**config.mk**
```make
export PLATFORM = sky130hd
export DESIGN_NAME = lan_buffer_dma_controller
export DESIGN_NICKNAME = d
export VERILOG_FILES = /design/src/include/lan_dma_pkg.sv /design/src/hw/memory_interface_unit.sv /design/src/hw/lan_buffer_dma_controller.sv
export VERILOG_INCLUDE_DIRS = /design/src /design/src/include
export SDC_FILE = /design/constraint.sdc
export NUM_CORES = 1
export LEC_CHECK = 0
export ABC_AREA = 1
export BUFFER_PORTS_ARGS = -buffer_cell sky130_fd_sc_hd__buf_2
export CAP_MARGIN = 10
export CELL_PAD_IN_SITES_DETAIL_PLACEMENT = 1
export CELL_PAD_IN_SITES_GLOBAL_PLACEMENT = 2
export CORE_MARGIN = 3
export CORE_UTILIZATION = 29
export DETAILED_ROUTE_END_ITERATION = 12
export HOLD_SLACK_MARGIN = 0.08
export PLACE_DENSITY = 0.82
export SYNTH_ARGS = -nofsm -noshare
export SYNTH_HDL_FRONTEND = slang
export SYNTH_SLANG_ARGS = --single-unit
```
**constraint.sdc**
```tcl
create_clock -name clk -period 3.9 [get_ports clk]
set_clock_uncertainty 0.1 [all_clocks]
set_input_delay 0.78 -clock clk [delete_from_list [all_inputs] [get_ports clk]]
set_output_delay 0.78 -clock clk [all_outputs]
set_load 0.02 [all_outputs]
```
**src/include/lan_dma_defines.svh**
```systemverilog
// timing counts, burst sizes and trigger levels for the lan buffer dma
// assumes inclusion by bare name from the design files
`ifndef LAN_DMA_DEFINES_SVH
`define LAN_DMA_DEFINES_SVH
`define BURST_BYTES 8
`define RX_TRIGGER_LEVEL 8
`define TX_TRIGGER_LEVEL 8
`define CLK_PERIOD_NS 100
`define BYTE_TIME_NS 200
`define BYTE_CYCLES ((`BYTE_TIME_NS + `CLK_PERIOD_NS - 1) / `CLK_PERIOD_NS)
`endif

```
**src/include/lan_dma_pkg.sv**
```systemverilog
// types shared by the dma controller and its memory interface unit
// assumes nothing beyond a systemverilog compiler
package lan_dma_pkg;
	typedef enum logic [1:0] {dir_none, dir_rx, dir_tx} dir_e;
	typedef enum logic [1:0] {st_idle, st_setup, st_wait, st_next} dma_state_e;
	typedef enum logic [1:0] {mi_idle, mi_slot, mi_strobe} miu_state_e;
endpackage

```
**src/hw/memory_interface_unit.sv**
```systemverilog
// memory interface unit: one byte access to buffer ram in two clocks
// assumes slot_ok marks time slots owned by the dma
`include "lan_dma_defines.svh"
module memory_interface_unit (
	input wire logic clk,
	input wire logic rst,
	input wire logic start,
	input wire logic write,
	input wire logic slot_ok,
	input wire logic [15:0] addr,
	input wire logic [7:0] wdata,
	output logic [15:0] mem_addr,
	output logic [7:0] mem_wdata,
	input wire logic [7:0] mem_rdata,
	output logic buffer_ram_output_enable,
	output logic buffer_ram_write_strobe,
	output logic [7:0] rdata,
	output logic done
);
	// ------------------------------------------------------------
	// access sequencer
	// ------------------------------------------------------------
	lan_dma_pkg::miu_state_e st_q;
	logic wr_q;
	logic [1:0] cnt_q;

	// waits for the next dma slot, then strobes for one clock less than the byte time
	always_ff @(posedge clk or posedge rst) begin
		if (rst) begin
			st_q <= lan_dma_pkg::mi_idle;
			wr_q <= 1'b0;
			cnt_q <= 2'h0;
			mem_addr <= 16'h0000;
			mem_wdata <= 8'h00;
			buffer_ram_output_enable <= 1'b0;
			buffer_ram_write_strobe <= 1'b0;
			rdata <= 8'h00;
			done <= 1'b0;
		end else begin
			done <= 1'b0;
			case (st_q)
				lan_dma_pkg::mi_idle: begin
					if (start) begin
						wr_q <= write;
						mem_addr <= addr;
						mem_wdata <= wdata;
						// a start inside a dma slot strobes at once, else waits for one
						if (slot_ok) begin
							st_q <= lan_dma_pkg::mi_strobe;
							cnt_q <= 2'(`BYTE_CYCLES - 1);
							buffer_ram_output_enable <= ~write;
							buffer_ram_write_strobe <= write;
						end else begin
							st_q <= lan_dma_pkg::mi_slot;
						end
					end
				end
				lan_dma_pkg::mi_slot: begin
					if (slot_ok) begin
						st_q <= lan_dma_pkg::mi_strobe;
						cnt_q <= 2'(`BYTE_CYCLES - 1);
						buffer_ram_output_enable <= ~wr_q;
						buffer_ram_write_strobe <= wr_q;
					end
				end
				lan_dma_pkg::mi_strobe: begin
					if (cnt_q == 2'h1) begin
						st_q <= lan_dma_pkg::mi_idle;
						buffer_ram_output_enable <= 1'b0;
						buffer_ram_write_strobe <= 1'b0;
						if (!wr_q)
							rdata <= mem_rdata;
						done <= 1'b1;
					end
					cnt_q <= cnt_q - 2'h1;
				end
				default: st_q <= lan_dma_pkg::mi_idle;
			endcase
		end
	end

	// two clocks per byte: one strobe-set edge, one sample edge
	chk_miu_two_cycles: assert property (@(posedge clk) disable iff (rst)
		$rose(buffer_ram_output_enable | buffer_ram_write_strobe) |-> ##1 done)
		else $error("byte access not two clocks");
	chk_miu_strobe_excl: assert property (@(posedge clk) disable iff (rst)
		!(buffer_ram_output_enable && buffer_ram_write_strobe))
		else $error("both ram strobes active");
endmodule

```
**src/hw/lan_buffer_dma_controller.sv**
```systemverilog
// shared byte-wide dma between lan fifos and 16-bit addressed buffer ram
// assumes fifo levels are exact and fifo handshakes complete in one clock
`include "lan_dma_defines.svh"
module lan_buffer_dma_controller #(
	parameter int BURST = `BURST_BYTES,
	parameter int RX_LEVEL = `RX_TRIGGER_LEVEL,
	parameter int TX_LEVEL = `TX_TRIGGER_LEVEL
) (
	input wire logic clk,
	input wire logic rst,
	input wire logic wide_bus,
	input wire logic slot_ok,
	input wire logic [4:0] rx_fifo_level,
	input wire logic [7:0] rx_fifo_data,
	output logic rx_fifo_pop,
	input wire logic [4:0] tx_fifo_level,
	output logic [7:0] tx_fifo_data,
	output logic tx_fifo_push,
	input wire logic [15:0] rx_addr,
	input wire logic [15:0] tx_addr,
	input wire logic tx_pending,
	input wire logic reg_access,
	input wire logic reg_write,
	input wire logic [7:0] reg_wdata,
	output logic [7:0] reg_rdata,
	output logic [15:0] mem_addr,
	output logic [15:0] mem_wdata,
	input wire logic [15:0] mem_rdata,
	output logic mem_hi_lane,
	output logic buffer_ram_output_enable,
	output logic buffer_ram_write_strobe,
	output logic busy,
	output logic burst_done
);
	// ------------------------------------------------------------
	// elaboration checks
	// ------------------------------------------------------------
	initial begin
		if (BURST != 8 || BURST % 2 != 0)
			$error("burst must be eight bytes");
		if (RX_LEVEL < 1 || RX_LEVEL > 31 || TX_LEVEL < 0 || TX_LEVEL > 31)
			$error("trigger level out of fifo range");
	end

	localparam logic [4:0] RX_LVL = 5'(RX_LEVEL);
	localparam logic [4:0] TX_LVL = 5'(TX_LEVEL);
	localparam logic [3:0] BURST_N = 4'(BURST);

	// ------------------------------------------------------------
	// request arbitration
	// ------------------------------------------------------------
	lan_dma_pkg::dma_state_e st_q;
	lan_dma_pkg::dir_e dir_q;
	logic [3:0] cnt_q;
	logic [15:0] addr_q;
	logic [7:0] asm_lo_q;
	logic [7:0] out_byte_q;
	logic half_q;
	logic miu_start;
	logic miu_done;
	logic [7:0] miu_rdata;
	logic [15:0] miu_addr;
	logic [7:0] miu_wdata;
	logic rx_req;
	logic tx_req;

	// rx outranks tx: losing receive data is worse than a late tx fill
	assign rx_req = rx_fifo_level >= RX_LVL;
	assign tx_req = tx_pending && (tx_fifo_level <= TX_LVL);
	assign busy = st_q != lan_dma_pkg::st_idle;

	// ------------------------------------------------------------
	// burst sequencer
	// ------------------------------------------------------------
	// one engine for both directions; burst always finishes first
	always_ff @(posedge clk or posedge rst) begin
		if (rst) begin
			st_q <= lan_dma_pkg::st_idle;
			dir_q <= lan_dma_pkg::dir_none;
			cnt_q <= 4'h0;
			addr_q <= 16'h0000;
			half_q <= 1'b0;
			burst_done <= 1'b0;
		end else begin
			burst_done <= 1'b0;
			case (st_q)
				lan_dma_pkg::st_idle: begin
					// one direction at a time; truly concurrent traffic is not served
					if (rx_req) begin
						dir_q <= lan_dma_pkg::dir_rx;
						addr_q <= rx_addr;
						st_q <= lan_dma_pkg::st_setup;
						cnt_q <= BURST_N;
						half_q <= 1'b0;
					end else if (tx_req) begin
						dir_q <= lan_dma_pkg::dir_tx;
						addr_q <= tx_addr;
						st_q <= lan_dma_pkg::st_setup;
						cnt_q <= BURST_N;
						half_q <= 1'b0;
					end
				end
				lan_dma_pkg::st_setup: begin
					// address already loaded; start and the rx pop are issued here
					st_q <= lan_dma_pkg::st_wait;
				end
				lan_dma_pkg::st_wait: begin
					if (miu_done) begin
						cnt_q <= cnt_q - 4'h1;
						addr_q <= addr_q + 16'h0001;
						half_q <= ~half_q;
						// no gap state: three clocks a byte keeps duplex loopback fed
						// dir_q is kept so the finished direction shows with burst_done
						if (cnt_q == 4'h1) begin
							st_q <= lan_dma_pkg::st_idle;
							burst_done <= 1'b1;
						end else begin
							st_q <= lan_dma_pkg::st_setup;
						end
					end
				end
				default: st_q <= lan_dma_pkg::st_idle;
			endcase
		end
	end

	// pop rx byte into latch during setup, in the same cycle as the start
	logic pop_now;
	assign pop_now = (st_q == lan_dma_pkg::st_setup) && (dir_q == lan_dma_pkg::dir_rx);
	assign rx_fifo_pop = pop_now;
	assign miu_start = (st_q == lan_dma_pkg::st_setup);
	assign miu_addr = addr_q;
	assign miu_wdata = rx_fifo_data;

	// ------------------------------------------------------------
	// assembly and disassembly latches
	// ------------------------------------------------------------
	// assembly pairs rx bytes; wide bus sees a word on odd byte
	always_ff @(posedge clk or posedge rst) begin
		if (rst) begin
			asm_lo_q <= 8'h00;
		end else if (pop_now && !half_q) begin
			asm_lo_q <= rx_fifo_data;
		end
	end

	// disassembly: split the read word by lane onto the byte path
	always_ff @(posedge clk or posedge rst) begin
		if (rst) begin
			out_byte_q <= 8'h00;
			tx_fifo_push <= 1'b0;
		end else begin
			tx_fifo_push <= miu_done && (dir_q == lan_dma_pkg::dir_tx);
			if (miu_done && dir_q == lan_dma_pkg::dir_tx)
				out_byte_q <= miu_rdata;
		end
	end
	assign tx_fifo_data = out_byte_q;

	// register access bypasses both latches entirely
	always_ff @(posedge clk or posedge rst) begin
		if (rst)
			reg_rdata <= 8'h00;
		else if (reg_access && !reg_write)
			reg_rdata <= reg_wdata;
	end

	// ------------------------------------------------------------
	// external lane steering
	// ------------------------------------------------------------
	logic [7:0] mem_byte_out;
	logic [7:0] lane_rdata;
	logic miu_wr;
	assign miu_wr = dir_q == lan_dma_pkg::dir_rx;
	// odd address takes the high lane of a wide bus
	assign mem_hi_lane = wide_bus & mem_addr[0];
	assign mem_wdata = wide_bus ? {mem_byte_out, asm_lo_q} : {8'h00, mem_byte_out};
	assign lane_rdata = mem_hi_lane ? mem_rdata[15:8] : mem_rdata[7:0];

	memory_interface_unit u_miu (
		.clk(clk),
		.rst(rst),
		.start(miu_start),
		.write(miu_wr),
		.slot_ok(slot_ok),
		.addr(miu_addr),
		.wdata(miu_wdata),
		.mem_addr(mem_addr),
		.mem_wdata(mem_byte_out),
		.mem_rdata(lane_rdata),
		.buffer_ram_output_enable(buffer_ram_output_enable),
		.buffer_ram_write_strobe(buffer_ram_write_strobe),
		.rdata(miu_rdata),
		.done(miu_done)
	);

	// ------------------------------------------------------------
	// checks
	// ------------------------------------------------------------
	// bytes moved since the last burst end, for the burst length check
	int unsigned byte_cnt;
	always_ff @(posedge clk or posedge rst) begin
		if (rst)
			byte_cnt <= 0;
		else if (burst_done)
			byte_cnt <= 0;
		else if (miu_done)
			byte_cnt <= byte_cnt + 1;
	end

	// a burst ends only after exactly eight accesses
	chk_burst_eight_bytes: assert property (@(posedge clk) disable iff (rst)
		burst_done |-> byte_cnt == 8)
		else $error("burst not eight bytes");

	// burst_done is a single pulse, never a level
	chk_done_pulse: assert property (@(posedge clk) disable iff (rst)
		burst_done |=> !burst_done)
		else $error("burst done held high");

	// an rx fifo at or above its trigger level seen while idle always opens an rx burst
	chk_rx_trigger: assert property (@(posedge clk) disable iff (rst)
		(st_q == lan_dma_pkg::st_idle && rx_fifo_level >= RX_LVL)
		|=> dir_q == lan_dma_pkg::dir_rx)
		else $error("rx burst not started");

	// tx only wins the engine when rx is below its trigger level
	chk_tx_trigger: assert property (@(posedge clk) disable iff (rst)
		(st_q == lan_dma_pkg::st_idle && !rx_req && tx_req)
		|=> dir_q == lan_dma_pkg::dir_tx)
		else $error("tx burst not started");

	// direction holds from the first setup until the engine is idle again
	chk_dir_stable: assert property (@(posedge clk) disable iff (rst)
		(st_q != lan_dma_pkg::st_idle && $past(st_q) != lan_dma_pkg::st_idle)
		|-> $stable(dir_q))
		else $error("direction switched mid burst");

	// start only once the address has moved on, after idle or a finished access
	chk_start_setup: assert property (@(posedge clk) disable iff (rst)
		miu_start |-> !$past(miu_start)
		&& ($past(st_q) == lan_dma_pkg::st_idle || $past(miu_done)))
		else $error("start without setup");

	// the rx byte is popped while the ram is still quiet
	chk_pop_quiet: assert property (@(posedge clk) disable iff (rst)
		rx_fifo_pop |-> !(buffer_ram_output_enable || buffer_ram_write_strobe))
		else $error("pop during a ram access");

	// each ram write carries the byte taken at the fifo head
	chk_rx_byte: assert property (@(posedge clk) disable iff (rst)
		pop_now |=> mem_byte_out == $past(rx_fifo_data))
		else $error("ram byte not the fifo byte");

	// the write strobe only ever serves an rx burst
	chk_strobe_dir: assert property (@(posedge clk) disable iff (rst)
		buffer_ram_write_strobe |-> dir_q == lan_dma_pkg::dir_rx)
		else $error("write strobe on tx burst");

	// and the read strobe only ever serves a tx burst
	chk_read_dir: assert property (@(posedge clk) disable iff (rst)
		buffer_ram_output_enable |-> dir_q == lan_dma_pkg::dir_tx)
		else $error("read strobe on rx burst");

	// strobes appear only while a burst owns the engine
	chk_strobe_busy: assert property (@(posedge clk) disable iff (rst)
		(buffer_ram_output_enable || buffer_ram_write_strobe) |-> busy)
		else $error("strobe outside a burst");

	// a waiting access takes the first slot that comes
	chk_slot_next: assert property (@(posedge clk) disable iff (rst)
		(u_miu.st_q == lan_dma_pkg::mi_slot && slot_ok)
		|=> (buffer_ram_output_enable || buffer_ram_write_strobe))
		else $error("slot not used");

	// with slots free, strobe, done and the next setup follow back to back
	chk_byte_rate: assert property (@(posedge clk) disable iff (rst)
		(miu_start && slot_ok)
		|=> (buffer_ram_output_enable || buffer_ram_write_strobe) ##1 miu_done
		##1 (st_q == lan_dma_pkg::st_setup || st_q == lan_dma_pkg::st_idle))
		else $error("byte slower than three clocks");

	// second byte of a pair follows the first with no idle gap
	chk_pair_back: assert property (@(posedge clk) disable iff (rst)
		(st_q == lan_dma_pkg::st_wait && miu_done && !half_q)
		|=> st_q == lan_dma_pkg::st_setup)
		else $error("pair not back to back");

	// the buffer address steps by one after each access
	chk_addr_step: assert property (@(posedge clk) disable iff (rst)
		(st_q == lan_dma_pkg::st_wait && miu_done)
		|=> addr_q == $past(addr_q) + 16'h0001)
		else $error("address did not advance");

	// a tx byte reaches the fifo as the unit read it
	chk_tx_byte: assert property (@(posedge clk) disable iff (rst)
		tx_fifo_push |-> tx_fifo_data == $past(miu_rdata))
		else $error("tx byte differs from ram byte");

	// fifo pushes only happen on tx bursts
	chk_push_dir: assert property (@(posedge clk) disable iff (rst)
		tx_fifo_push |-> dir_q == lan_dma_pkg::dir_tx)
		else $error("push outside a tx burst");

	// register traffic leaves both data latches alone
	chk_reg_bypass: assert property (@(posedge clk) disable iff (rst)
		(reg_access && !busy) |=> ($stable(asm_lo_q) && $stable(out_byte_q)))
		else $error("register access hit a latch");

	// a narrow bus never drives or selects the high lane
	chk_narrow_lane: assert property (@(posedge clk) disable iff (rst)
		!wide_bus |-> (!mem_hi_lane && mem_wdata[15:8] == 8'h00))
		else $error("high lane used on narrow bus");

	// both directions, both bus widths and a contested start
	cov_rx_burst: cover property (@(posedge clk) burst_done && dir_q == lan_dma_pkg::dir_rx);
	cov_tx_burst: cover property (@(posedge clk) burst_done && dir_q == lan_dma_pkg::dir_tx);
	cov_both_req: cover property (@(posedge clk) rx_req && tx_req && !busy);
	cov_wide_write: cover property (@(posedge clk) wide_bus && buffer_ram_write_strobe);
	cov_narrow_read: cover property (@(posedge clk) !wide_bus && buffer_ram_output_enable);
endmodule

```
==> flow_summary.toml <==
[run_status]
status = "finished, final reports clean"

[floorplan]
fp.dieH_um = 132.0
std_cell_rows = 45
floorplan.io_pins = 136
core_sq_um = 15370
chipWidth_um = 132.0
start_util = 0.2995
design.die.area_sq_um = 17420

[grt]
grt_pass1_wl_um = 21310
grt.total_usage = 0.1491
first_global_vias = 4188
antenna_violations_before_repair = 0
global_route.overflow_total = 0
grt_start_max_net_pins = 92

[power]
power.share.combinational = 0.434
total_power_uw = 4529
power.density_nw_per_um2 = 786.7
static-leakage-power_uw = 0.003047
share_seq_of_total_power = 0.368
net-switching-power_uw = 1948
p_sw_frac = 0.4301
worst_supply_voltage_drop_on_vdd_v = 0.0002431
p_int_uw = 2581
p_clk_frac = 0.198

[synth]
ys_seq_area_frac = 0.4947
synth_enable_flop_cells = 0
netlist_instances = 561
synth.avg_cell_area_sq_um = 8.205
synthesis.nets = 650
yosys_register_bits = 91
postSynth.asyncResetShare = 1.000
post_synth_instance_area_sq_um = 4603
synth_flop_cell = "sky130_fd_sc_hd__dfrtp_1"
synthDistinctLibCells = 32
yosysWarningCount = 0

[min_path]
holdPathStages = 2
timing.hold.worst.class = "register to register"
timing.hold.worst.start = "asm_lo_q[0]$_DFFE_PP0P_"
capture_endpoint_of_the_worst_hold_path = "asm_lo_q[0]$_DFFE_PP0P_"

[clock_tree]
cts_resized = 0
numCtsBuffers = 9
htree_num_levels = 3
clock_latency_ns = 0.35
post_cts_setup_buffers = 0
ctsHoldBuffers = 0
cts_sinks = 91
clk_transition_reported_paths_ns = 0.06
clock_tree_from_tritoncts = "built"
max_clock_buf_depth = 2
clock_root_buffer = "sky130_fd_sc_hd__clkbuf_16"

[final_layout]
synthToLayoutAreaGrowth_pct = 25.06
antenna_cells = 0
final_layout_size_suffix_gt1_frac = 0.2777
fillerInstances = 1913
finalNetCount = 779

[job]
max_cap_violations = 0

[sta]
timing.final.max_slew_violations = 0
hold_violations = 0
slew-limit-headroom = 0.3498
rsz0062_at_grt = "false"
setup_viol = 0
final.setup.tns_ns = 0
min_period_over_period = 0.6878
fmaxAchievable_mhz = 372.8
tightest_slew_ns = 0.9717
period_minus_slack_ns = 2.683

[route]
route.detailed.vias_per_inst = 4.553
drt_first_iter_violations = 189
routed-via-count = 4125
routed_wl_um = 12800
first_pass_iters = 4
ant_nets = 0
drc_errors = 0
post_drt_wl_per_cell_um = 14.13

[placement]
globalplace.congestion = 0.8479
dp_hpwl_um = 9651
io_buffer_count = 132

[worst_setup_path]
timing_worst_setup_path_type = "primary input to output port"
critPathLaunchType = "primary input"
r2r_slack_ns = 1.66
cp_data_arrival_time_ns = 1.80
critPathCaptureType = "output port"
timing.critical_path.fanout_max = 17
worst_r2r_path_depth = 6
critPathRequiredTime_ns = 3.02
timing.rr.start = "u_miu.st_q[0]$_DFFE_PP0P_"
worst_r2r_endpoint = "u_miu.rdata[6]$_DFFE_PP0P_"
## worst max-delay path, stage by stage
cell                      delay (ns)
sky130_fd_sc_hd__buf_2          0.30
sky130_fd_sc_hd__nand2_1        0.30
sky130_fd_sc_hd__inv_2          0.22
sky130_fd_sc_hd__buf_2          0.19
## state kept, by name (all words and copies together), names as in the netlist, 2 cells and up
register         count
u_miu.st_q           2
u_miu.rdata          8
u_miu.mem_wdata      8
asm_lo_q             8
addr_q              16
st_q                 2
dir_q                2
u_miu.mem_addr      16
reg_rdata            8
u_miu.cnt_q          2
tx_fifo_data         8
cnt_q                4
## per-stage QoR
step	util	setup WS, ns	hold WS (ns)	std cells	instance area, sq um
floorplan	-	0.6564	0.3465	561	4603
global placement	0.3546	1.197	0.3630	890	5450
detailed placement	0.3546	1.190	0.3685	890	5450
CTS	0.3745	1.206	0.3848	906	5757
global route	0.3745	1.104	0.4081	906	5757
finish	0.3745	1.217	0.3789	906	5757
## metal layers
layer  vias up  global-route usage  share of wire
met5         -                   0              0
met4         0             0.05193          0.014
met3        11             0.03244          0.065
met2       128              0.2298           0.44
met1      1924              0.2076           0.49
li1       2062                   -              -
## cell type report
type | instances | area [sq um] | area share
Inverter | 78 | 299.0 | 0.05195
Clock inverter | 3 | 46.29 | 0.008042
Timing Repair Buffer | 134 | 688.2 | 0.1195
Tap cell | 211 | 264.0 | 0.04586
Sequential cell | 91 | 2277 | 0.3956
Clock buffer | 13 | 260.3 | 0.04521
Multi-Input combinational cell | 376 | 1922 | 0.3338
## cell families (layout without fill, tap and decap cells)
logic type / count (synthesis) / after routing / synth area share
AOI/OAI and AO/OA: 111 / 111 / 0.1299
xor gates and xnor gates: 1 / 1 / 0.001903
adders and majority gates: 8 / 8 / 0.02175
buffers and inverters: 94 / 228 / 0.08780
DFF: 91 / 91 / 0.4947
muxes: 19 / 19 / 0.04648
and+or+nand+nor: 237 / 237 / 0.2175
## power groups by stage
stage / logic, uW / clock network, uW / registers, uW
3_5_place_dp: 1990 / 0 / 1680
2_1_floorplan: 1290 / 0 / 1770
3_3_place_gp: 1930 / 0 / 1660
5_1_grt: 2250 / 970 / 1730
4_1_cts: 2000 / 928 / 1670
6_report: 1970 / 896 / 1670
## placed cells by master, fill, tap and decap left out, drive strengths merged, types with 9 or more instances in the layout
master    n
nor2     52
buf     134
clkbuf   13
nand3    29
mux2     19
o22ai    12
dfrtp    91
nand2   140
a21oi     9
inv      76
o21ai    84
## worst max-delay path by stage
stage / start / endpoint / slack [ns] / cells after the start
after global routing: wide_bus / mem_hi_lane / 1.10 / 4
after detailed placement: wide_bus / mem_hi_lane / 1.19 / 4
after floorplan: rst / addr_q[0]$_DFFE_PP0P_ / 0.66 / 1
final: wide_bus / mem_hi_lane / 1.22 / 4
after CTS: wide_bus / mem_hi_lane / 1.21 / 4
after global placement: wide_bus / mem_hi_lane / 1.20 / 4
## Yosys cell counts, types with 2 or more instances
cell,count,share of area
sky130_fd_sc_hd__nand2_1,136,0.11
sky130_fd_sc_hd__dfrtp_1,91,0.49
sky130_fd_sc_hd__o21ai_0,83,0.090
sky130_fd_sc_hd__inv_1,75,0.061
sky130_fd_sc_hd__nor2_1,47,0.038
sky130_fd_sc_hd__nand3_1,28,0.030
sky130_fd_sc_hd__mux2_2,19,0.046
sky130_fd_sc_hd__o22ai_1,12,0.016
sky130_fd_sc_hd__ha_1,8,0.022
sky130_fd_sc_hd__or2_2,8,0.011
sky130_fd_sc_hd__a21oi_1,7,0.0076
sky130_fd_sc_hd__buf_2,7,0.0076
sky130_fd_sc_hd__nor2_2,5,0.0068
sky130_fd_sc_hd__buf_4,4,0.0065
sky130_fd_sc_hd__nand4_1,4,0.0054
sky130_fd_sc_hd__buf_6,3,0.0073
sky130_fd_sc_hd__nand2_2,3,0.0041
sky130_fd_sc_hd__o211ai_1,3,0.0049
sky130_fd_sc_hd__a21oi_2,2,0.0038
sky130_fd_sc_hd__clkbuf_1,2,0.0016
sky130_fd_sc_hd__inv_2,2,0.0016
sky130_fd_sc_hd__nor3_1,2,0.0022
(Power assumes the default switching activity.)
